File: src/common/clhp_pkg.sv
// Function
// Select low: write instruction, read busy+counter
// Select high: reads and writes hit data
// Read/write high reads, low writes
// Host raises enable to start transfers
// Transfer happens on enable falling edge
// Top data line shows busy
// Four-bit mode uses upper four lines
// Sub-address pin sets serial bus address
// Host holds enable low for serial bus
// Data lines open during serial reads
// Store generator bit from function set
// Mux and bias follow line count
// Frame rate is clock over 2304
// Host supplies a running clock always
// Initialize automatically after power-up
// 32 rows, 60 paired column outputs; code has no row or column outputs
// Store 80 codes, 240+16 patterns; code has no CGROM, only 80 DDRAM codes and 128 CGRAM bytes
// Busy reads one while occupied
// Counter on low seven lines, steps
// Instruction register write-only
// Host writes only when not busy
// Synchronize enable falling edge internally
// Four-bit bytes: upper nibble first
`default_nettype none
package clhp_pkg;
    localparam int unsigned FRAME_DIV     = 2304;
    localparam int unsigned INIT_CYCLES   = 1000;
    localparam int unsigned INSTR_CYCLES  = 40;
    localparam int unsigned DDRAM_DEPTH   = 80;
    localparam int unsigned CGROM_CHARS   = 240;
    localparam int unsigned CGRAM_CHARS   = 16;
    localparam int unsigned CGRAM_BYTES   = 128;
    localparam int unsigned ROW_COUNT     = 32;
    localparam int unsigned COL_COUNT     = 60;
    localparam logic [6:0]  AC_RESET      = 7'h00;
    localparam logic [7:0]  FUNC_RESET    = 8'h30;
    localparam int unsigned FUNC_DL_BIT   = 4;
    localparam int unsigned FUNC_N_BIT    = 2;
    localparam int unsigned FUNC_G_BIT    = 0;
    localparam logic        RW_READ       = 1'b1;
    localparam logic        RS_INSTR      = 1'b0;
    localparam logic [1:0]  BIAS_5        = 2'h0;
    localparam logic [1:0]  BIAS_6        = 2'h1;
    localparam logic [5:0]  SADDR_HIGH    = 6'h1d; // Arbitrary upper serial address bits
    typedef enum {CLHP_INIT, CLHP_IDLE, CLHP_BUSY} clhp_state_e;
endpackage
`default_nettype wire

File: src/hdl/clhp_sync.sv
`default_nettype none
module clhp_sync (
    input  wire logic MCLK,
    input  wire logic RST,
    input  wire logic din,
    output logic      fall
);
    // Three flops, then an edge detect across the second and third
    typedef struct packed {logic s1; logic s2; logic s3;} clhp_sync_s;
    clhp_sync_s st_reg, st_next;
    always_comb begin
        st_next    = st_reg;
        st_next.s1 = din;
        st_next.s2 = st_reg.s1;
        st_next.s3 = st_reg.s2;
    end
    always_ff @(posedge MCLK) begin
        if (RST) st_reg <= '0;
        else st_reg <= st_next;
    end
    assign fall = st_reg.s3 & ~st_reg.s2;
endmodule
`default_nettype wire

File: src/hdl/clhp_frame.sv
`default_nettype none
module clhp_frame
    import clhp_pkg::*;
#(
    parameter int unsigned DIV = FRAME_DIV
) (
    input  wire logic MCLK,
    input  wire logic RST,
    output logic      tick
);
    typedef struct packed {logic [11:0] cnt; logic tick;} clhp_frame_s;
    clhp_frame_s st_reg, st_next;
    always_comb begin
        st_next      = st_reg;
        st_next.tick = 1'b0;
        if (st_reg.cnt == 12'(DIV - 1)) begin
            st_next.cnt  = '0;
            st_next.tick = 1'b1;
        end else begin
            st_next.cnt = st_reg.cnt + 12'h001;
        end
    end
    always_ff @(posedge MCLK) begin
        if (RST) st_reg <= '0;
        else st_reg <= st_next;
    end
    assign tick = st_reg.tick;
endmodule
`default_nettype wire

File: src/hdl/clhp_top.sv
`default_nettype none
module clhp_top
    import clhp_pkg::*;
#(
    parameter int unsigned INIT_LEN  = INIT_CYCLES,
    parameter int unsigned BUSY_LEN  = INSTR_CYCLES,
    parameter int unsigned FRAME_LEN = FRAME_DIV
) (
    input  wire logic        MCLK,
    input  wire logic        RST,
    input  wire logic        ENABLE,
    input  wire logic        REG_CHOOSE_LINE,
    input  wire logic        RW,
    input  wire logic [7:0]  HOST_DATA_LINES_IN,
    output logic      [7:0]  HOST_DATA_LINES_OUT,
    output logic      [7:0]  HOST_DATA_LINES_OE,
    input  wire logic        SUBADDR_PIN,
    output logic      [6:0]  SERIAL_ADDR,
    output logic             BUSY,
    output logic      [6:0]  ADDR_COUNTER,
    output logic             GEN_MODE,
    output logic             MUX_32,
    output logic      [1:0]  BIAS_LEVELS,
    output logic             FOUR_BIT,
    output logic             FRAME_TICK,
    output logic      [7:0]  INSTR_OUT,
    output logic             INSTR_STB
);
    typedef struct packed {
        clhp_state_e  state;
        logic [15:0]  cnt;
        logic [7:0]   instr_reg;
        logic [7:0]   data_reg;
        logic [6:0]   addr_counter;
        logic [7:0]   func;
        logic         inc;
        logic         nib_hi;
        logic [3:0]   nib;
        logic         cg_sel;
        logic [7:0]   dout;
        logic [7:0]   oe;
        logic [7:0]   instr_out;
        logic         instr_stb;
        logic         frame;
        logic [6:0]   saddr;
        logic         busy_flag;
        logic         four_bit;
        logic [1:0]   bias;
    } clhp_s;

    clhp_s st_reg, st_next;
    logic  e_fall;
    logic  ftick;
    // display codes and user patterns kept locally
    logic [7:0] ddram [DDRAM_DEPTH];
    logic [7:0] cgram [CGRAM_BYTES];
    logic       ram_we;
    logic [7:0] ram_wd;
    logic [7:0] rd_byte;

    clhp_sync u_sync (
        .MCLK (MCLK),
        .RST  (RST),
        .din  (ENABLE),
        .fall (e_fall)
    );

    clhp_frame #(.DIV(FRAME_LEN)) u_frame (
        .MCLK (MCLK),
        .RST  (RST),
        .tick (ftick)
    );

    function automatic logic [7:0] status_byte(input logic busy, input logic [6:0] ac);
        status_byte = {busy, ac};
    endfunction

    function automatic logic [6:0] ac_step(input logic [6:0] ac, input logic up);
        ac_step = up ? ac + 7'h01 : ac - 7'h01;
    endfunction

    always_comb begin
        if (st_reg.cg_sel) rd_byte = cgram[st_reg.addr_counter];
        else if (st_reg.addr_counter < 7'(DDRAM_DEPTH)) rd_byte = ddram[st_reg.addr_counter];
        else rd_byte = 8'h00;
    end

    always_comb begin
        logic       take;
        logic [7:0] byte_in;
        logic       busy;
        take    = 1'b0;
        byte_in = 8'h00;
        busy    = (st_reg.state != CLHP_IDLE);
        ram_we  = 1'b0;
        ram_wd  = 8'h00;
        st_next = st_reg;
        st_next.instr_stb = 1'b0;
        st_next.frame     = ftick;
        st_next.saddr     = {SADDR_HIGH, SUBADDR_PIN};
        case (st_reg.state)
            CLHP_INIT: begin
                if (st_reg.cnt == 16'(INIT_LEN - 1)) begin
                    st_next.state = CLHP_IDLE;
                    st_next.cnt   = '0;
                end else begin
                    st_next.cnt = st_reg.cnt + 16'h0001;
                end
            end
            CLHP_BUSY: begin
                if (st_reg.cnt == 16'(BUSY_LEN - 1)) begin
                    st_next.state = CLHP_IDLE;
                    st_next.cnt   = '0;
                end else begin
                    st_next.cnt = st_reg.cnt + 16'h0001;
                end
            end
            CLHP_IDLE: st_next.cnt = '0;
            default: st_next.state = CLHP_INIT;
        endcase

        if (e_fall) begin
            if (RW == RW_READ) begin
                if (!st_reg.func[FUNC_DL_BIT]) begin
                    st_next.nib_hi = ~st_reg.nib_hi;
                    take = st_reg.nib_hi;
                end else begin
                    take = 1'b1;
                end
                if (take && REG_CHOOSE_LINE != RS_INSTR) begin
                    st_next.addr_counter = ac_step(st_reg.addr_counter, st_reg.inc);
                    st_next.data_reg     = rd_byte;
                end
            end else begin
                if (!st_reg.func[FUNC_DL_BIT]) begin
                    if (!st_reg.nib_hi) begin
                        st_next.nib    = HOST_DATA_LINES_IN[7:4];
                        st_next.nib_hi = 1'b1;
                    end else begin
                        byte_in        = {st_reg.nib, HOST_DATA_LINES_IN[7:4]};
                        take           = 1'b1;
                        st_next.nib_hi = 1'b0;
                    end
                end else begin
                    byte_in = HOST_DATA_LINES_IN;
                    take    = 1'b1;
                end
                if (take && REG_CHOOSE_LINE == RS_INSTR && !busy) begin
                    st_next.instr_reg = byte_in;
                    st_next.instr_out = byte_in;
                    st_next.instr_stb = 1'b1;
                    st_next.state     = CLHP_BUSY;
                    if (byte_in[7]) begin
                        st_next.addr_counter = byte_in[6:0];
                        st_next.cg_sel       = 1'b0;
                    end else if (byte_in[6]) begin
                        st_next.addr_counter = {1'b0, byte_in[5:0]};
                        st_next.cg_sel       = 1'b1;
                    end else if (byte_in[5]) begin
                        st_next.func = byte_in;
                    end else if (byte_in[2]) begin
                        st_next.inc = byte_in[1];
                    end
                end else if (take && REG_CHOOSE_LINE != RS_INSTR) begin
                    st_next.data_reg     = byte_in;
                    ram_we               = 1'b1;
                    ram_wd               = byte_in;
                    st_next.addr_counter = ac_step(st_reg.addr_counter, st_reg.inc);
                end
            end
        end

        // Drive bus only while a read is framed by the enable strobe
        st_next.oe = 8'h00;
        if (ENABLE && RW == RW_READ) begin
            if (st_reg.func[FUNC_DL_BIT]) begin
                st_next.oe   = 8'hff;
                st_next.dout = (REG_CHOOSE_LINE == RS_INSTR)
                             ? status_byte(busy, st_reg.addr_counter) : rd_byte;
            end else begin
                st_next.oe = 8'hf0;
                byte_in = (REG_CHOOSE_LINE == RS_INSTR)
                        ? status_byte(busy, st_reg.addr_counter) : rd_byte;
                st_next.dout = st_reg.nib_hi ? {byte_in[3:0], 4'h0}
                                             : {byte_in[7:4], 4'h0};
            end
        end

        // Registered so no decode sits between flop and pin
        st_next.busy_flag = (st_next.state != CLHP_IDLE);
        st_next.four_bit  = ~st_next.func[FUNC_DL_BIT];
        st_next.bias      = st_next.func[FUNC_N_BIT] ? BIAS_6 : BIAS_5;
    end

    always_ff @(posedge MCLK) begin
        if (ram_we && st_reg.cg_sel) cgram[st_reg.addr_counter] <= ram_wd;
        else if (ram_we && st_reg.addr_counter < 7'(DDRAM_DEPTH))
            ddram[st_reg.addr_counter] <= ram_wd;
    end

    always_ff @(posedge MCLK) begin
        if (RST) begin
            st_reg              <= '0;
            st_reg.state        <= CLHP_INIT;
            st_reg.func         <= FUNC_RESET;
            st_reg.addr_counter <= AC_RESET;
            st_reg.inc          <= 1'b1;
            st_reg.busy_flag    <= 1'b1;
            st_reg.four_bit     <= ~FUNC_RESET[FUNC_DL_BIT];
            st_reg.bias         <= FUNC_RESET[FUNC_N_BIT] ? BIAS_6 : BIAS_5;
        end else begin
            st_reg <= st_next;
        end
    end

    assign HOST_DATA_LINES_OUT = st_reg.dout;
    assign HOST_DATA_LINES_OE  = st_reg.oe;
    assign SERIAL_ADDR         = st_reg.saddr;
    assign BUSY                = st_reg.busy_flag;
    assign ADDR_COUNTER        = st_reg.addr_counter;
    assign GEN_MODE            = st_reg.func[FUNC_G_BIT];
    assign MUX_32              = st_reg.func[FUNC_N_BIT];
    assign BIAS_LEVELS         = st_reg.bias;
    assign FOUR_BIT            = st_reg.four_bit;
    assign FRAME_TICK          = st_reg.frame;
    assign INSTR_OUT           = st_reg.instr_out;
    assign INSTR_STB           = st_reg.instr_stb;
endmodule
`default_nettype wire

File: config.mk
export PLATFORM = sky130hd
export DESIGN_NAME = clhp_top
export DESIGN_NICKNAME = d
export VERILOG_FILES = /design/src/common/clhp_pkg.sv /design/src/hdl/clhp_sync.sv /design/src/hdl/clhp_frame.sv /design/src/hdl/clhp_top.sv
export SDC_FILE = /design/constraint.sdc
export NUM_CORES = 2
export LEC_CHECK = 0
export ABC_AREA = 0
export BUFFER_PORTS_ARGS = -buffer_cell sky130_fd_sc_hd__buf_2
export CAP_MARGIN = 25
export CORE_UTILIZATION = 32
export CTS_CLUSTER_SIZE = 30
export DETAILED_ROUTE_END_ITERATION = 10
export SYNTH_ARGS = -nofsm -noshare
export SYNTH_HDL_FRONTEND = slang
export SYNTH_SLANG_ARGS = --single-unit
File: constraint.sdc
create_clock -name MCLK -period 20.7 [get_ports MCLK]
set_input_delay 2.07 -clock MCLK [delete_from_list [all_inputs] [get_ports MCLK]]
set_output_delay 2.07 -clock MCLK [all_outputs]
set_load 0.005 [all_outputs]
Word level (Yosys, flattened, before mapping)
Memory sizes are Yosys's and may differ from the RTL's. A register that Yosys moved wholly into a read port is not among the register bits.
Cells that the tools add are included.
Word-level totals
  bits in registers: 120
  bits in writable memories: 1664
  bits of input ports: 14
  output and inout bits: 46
  word-level logic and storage cells: 144
  memories kept: 2
Memories
  cgram: words 128, bits a word 8, rd ports 1, clocked after memory_dff 1, write ports 1, RTL line clhp_top.sv:56  | logic [7:0] cgram [CGRAM_BYTES];
  ddram: words 80, bits a word 8, rd ports 1, clocked after memory_dff 1, write ports 1, RTL line clhp_top.sv:55  | logic [7:0] ddram [DDRAM_DEPTH];
Cells by class
  add/subtract/negate cells: 4
  order comparisons: 1
  eq/ne operators: 9
  muxes and demuxes: 70
  bitwise operators: 12
  reduce and logical (&&, ||, !) cells: 22
Operators with widths (count)
  2-to-1 mux 32 bit: 5
  2-to-1 mux 8 bit: 12
  case mux 32 bit (3 select lines): 1
  2-to-1 mux 7 bit: 10
  != test 32 x 2 -> 1 bit (second input constant): 2
  2-to-1 mux 16 bit: 3
  case mux 16 bit (3 select lines): 1
  == test 32 x 1 -> 1 bit (second input constant): 1
  == test 32 x 2 -> 1 bit (second input constant): 1
  zero test 32 bit: 1
  2-to-1 mux 1 bit: 26
  2-to-1 mux 6 bit: 4
  adder 16 x 1 -> 16 bit (second input constant): 1
  == test 16 x 10 -> 1 bit (second input constant): 1
  == test 16 x 6 -> 1 bit (second input constant): 1
  2-to-1 mux 15 bit: 1
  2-to-1 mux 5 bit: 3
  adder 12 x 1 -> 12 bit (second input constant): 1
  == test 12 bit (second input constant): 1
  2-to-1 mux 12 bit: 1
  AND reduction 4 bit: 3
  inverter 1 bit: 11
  2-to-1 mux 10 bit: 1
  2-to-1 mux 9 bit: 1
  17 further kinds: 25

Logic depth before layout (Yosys ltp)
  depth in word-level cells: 13
  gate-level depth with buffers: 14
  mapped depth without buffers: 9

Hierarchy
Synthesis repeated with hierarchy kept, for this count alone.
Unflattened totals
  cells, all modules: 3654
  area total of the unflattened synthesis: 69960.8 µm²
By module, submodules not included
  clhp_top: times used 1, cells an instance 3587, area an instance 69321.5 µm², sequential area each 51889.8 µm²
  clhp_frame: times used 1, cells an instance 60, area an instance 551.8 µm², sequential area each 260.2 µm²
  clhp_sync: times used 1, cells an instance 7, area an instance 87.6 µm², sequential area each 60.1 µm²

Worst setup path before layout
No wires, ideal clock.
  kind: input to register
  start: input REG_CHOOSE_LINE
  end: memory cgram[0][7], data pin
  setup time: 1.319 ns
  arrival: 8.612 ns
  required time: 19.381 ns
  slack: 10.769 ns
  stages on the path: 5
  buffers on the path: 2
  cells stage by stage: clkbuf_1 > o21ai_0 > or3_1 > clkbuf_1 > a21oi_1
Between the ends
  longest elaborated chain between the ends: 6
  elaborated cells between the ends (all ways): 8
  those cells by class: mux: 4; bitwise: 1; reduce/logical: 3
RTL lines
  start, declared: RTL line clhp_top.sv:12  | input wire logic REG_CHOOSE_LINE,
  inverter 1 bit
  logical AND 1 bit (2 in a row): RTL line clhp_top.sv:148  | if (take && REG_CHOOSE_LINE == RS_INSTR && !busy) begin
  2-to-1 mux 8 bit *: RTL line clhp_top.sv:148
  2-to-1 mux 8 bit *: RTL line clhp_top.sv:123  | if (RW == RW_READ) begin
  2-to-1 mux 8 bit *: RTL line clhp_top.sv:122  | if (e_fall) begin
  named net ram_wd[7]: RTL line clhp_top.sv:58  | logic [7:0] ram_wd;
  end, declared: RTL line clhp_top.sv:56
Mark *: on every way through the listed nets, which the timed path passes. The rest lies on a longest branch.

==> reports/qor.yml <==
route.met2.wl_mm: 86.4
die_y_um: 469
initial_core_util_pct: 32.4
synth_cell_types: 79
peakVddDrop_v: 0.0000945
hp-class: "reg -> reg"
setup_tns_ns: 0
routed_wl_mm: 179
final_hold_viol_count: 0
num_rows: 170
worstSetupPathType: "reg -> reg"
p_clk_share_pct: 44.0
clock_latency_ns: 0.82
first_global_vias: 35300
place_ws_ns: 14.54
top_layer: "met4"
ys_warn_count: 0
routabilityCongestion: 0.849
path_max_fanout: 43
synthFlopType: "edfxtp_1"
power_switching_w: 0.00141
drt-initial-drc-count: 3938
hpwl_mm: 109
pwr-share-comb_pct: 1.3
synth_area_per_cell_sq_um: 19.2
hold_buffers: 0
r2r_end: "HOST_DATA_LINES_OUT[7]"
end_kind: "flip-flop"
drv_slew: 0
slew_headroom_pct: 23.5
crit_arrival_ns: 6.05
core-area_sq_um: 215000
largest_reg_flops: 1024
cts_tree: "built"
ys_seq_area_share_pct: 74.9
track_usage_pct: 16.2
synth_cells: 3623
swShare_pct: 19.9
ys_top_cells_by_count: "edfxtp_1, mux4_2, nor2_1"
grt_max_degree: 209
clock_sinks: 1776
die_area_sq_um: 220000
p_leak_nw: 24.8
fin_crit_ns: 5.32
p_per_area_nw_per_um2: 90.5
place_inst: 6370
synth-edff-count: 1664
dpl_cell_area_sq_um: 72800
drtAntennaViolNets: 0
cts_resized: 0
setup_viol: 0
tightest_slew_ns: 1.15
synth_top_area_share_pct: 71.7
fin_area_sq_um: 78500
fin_skew_ns: 0.0305
final_util_pct: 36.4
clk_pin_slew_ns: 0.06
grt_setup_unrepaired: "no"
maxCapViolations: 0
intPower_w: 0.00568
synthArstFlopShare_pct: 0
synth_area_leaders: "edfxtp_1, mux4_2, dfxtp_1, mux2i_1, nor2_1"
ys_seq_elements: 1776
overflow: 0
finalNonFillerCells: 6691
status: "finished, final reports clean"
io_buffers: 56
seq_power_share_pct: 54.7
drc: 0
clockRootBuffer: "clkbuf_16"
wl_per_cell_um: 26.8
drive_above_1_share_pct: 20.2
first_pass_iters: 6
netlist_area_sq_um: 69700
worst-r2r-setup-slack_ns: 15.38
grt_pass1_wl_mm: 259
reg2reg_depth: 11
num_vias: 35400
io_pins: 60
max_freq_mhz: 188
fin_nets: 3732
syn2layout_area_growth_pct: 12.6
yosysTopAreaCell: "edfxtp_1"
cp-endpoint: "HOST_DATA_LINES_OUT[7]"
routedLengthMet1_mm: 74.1
vias_per_cell: 5.29
post_cts.repair.setup_buffers: 0
start_kind: "flip-flop"
die_w_um: 469
met3_length_mm: 14.2
clock_path_buffers: 3
synth_most_common_cell: "edfxtp_1"
timing.final.ws_setup_ns: 15.38
min_period_over_period_pct: 25.7
cts_made_buffers: 172
htree_levels: 4
antenna_found_initial: 1
cp.required_ns: 21.43
[cell type report]
| cell class | count | area (sq um) |
|---|---|---|
| repair buffers | 125 | 1040 |
| clock buffers | 223 | 4600 |
| inverters | 22 | 83.8 |
| flip-flops and latches | 1776 | 52200 |
| clock inverters | 92 | 968 |
| fillers | 19700 | 137000 |
| diodes | 2 | 5.00 |
| multi-input cells | 1613 | 16000 |
| well taps | 2838 | 3550 |
[placed cells by master, fill, tap and decap left out, types with 22 or more instances in the layout]
cell          n
nor2_1      318
o22ai_1      35
buf_4        47
a211oi_1     22
edfxtp_1   1664
a22oi_1      30
clkinv_1     29
o21ai_0      36
o221ai_1     50
nand3_1      49
a21oi_1      69
nor4_1       26
buf_2        58
nand2_1     114
clkbuf_1     40
dfxtp_1     107
clkbuf_16   174
clkinv_2     25
mux4_2      365
nor3_1       35
mux2i_1     172
conb_1       33
[metrics by stage]
| stage | hold WS (ns) | power, W |
|---|---|---|
| after global routing | 0.467 | 0.00727 |
| after CTS | 0.449 | 0.00714 |
| after floorplan | 0.414 | 0.00402 |
| after global placement | 0.424 | 0.00405 |
| final | 0.445 | 0.00710 |
| after detailed placement | 0.426 | 0.00405 |
[power groups by stage]
stage | combinational, W | sequential (W) | clock (W)
2_1_floorplan | 0.0000643 | 0.00396 | 0
3_3_place_gp | 0.0000922 | 0.00396 | 0
3_5_place_dp | 0.0000930 | 0.00396 | 0
4_1_cts | 0.0000933 | 0.00388 | 0.00317
5_1_grt | 0.0000989 | 0.00388 | 0.00330
6_report | 0.0000939 | 0.00388 | 0.00312
[critical path: stages, from the launching register on]
cell	delay, ns
dfxtp_4	0.77
buf_4	0.62
buf_4	0.68
buf_4	0.62
mux4_2	0.37
o22ai_1	0.14
a2111oi_1	0.58
buf_2	0.28
nand3_1	0.10
nor3_1	0.57
nor4_1	0.14
nor4_2	0.15
[per-layer routing]
| layer | GRT usage, % | vias up |
|---|---|---|
| met5 | 0 | - |
| met4 | 4.50 | 0 |
| met3 | 3.20 | 267 |
| met2 | 26.2 | 1563 |
| met1 | 22.2 | 18700 |
| li1 | - | 14900 |
[logic make-up after synthesis]
group,count (synthesis),synth area share [%]
DFF,1776,74.9
xor gates and xnor gates,30,0.377
buffers and inverters,266,2.49
other,1,0.00538
AOI/OAI and AO/OA,341,3.40
adders and majority gates,8,0.154
and+or+nand+nor,655,4.20
muxes,546,14.5
[worst min-delay path by stage]
stage	from	slack, ns	cells past startpoint	to
after global routing	u_sync.st_next[0]	0.47	1	u_sync.st_reg[0]
after detailed placement	u_frame.tick	0.43	1	FRAME_TICK
final	u_frame.st_reg[1]	0.45	1	u_frame.st_reg[1]
after global placement	u_sync.st_next[1]	0.42	1	u_sync.st_next[0]
after CTS	u_frame.st_reg[1]	0.45	1	u_frame.st_reg[1]
after floorplan	u_frame.tick	0.41	1	FRAME_TICK
Note: power is estimated with default switching activity, not from simulation.
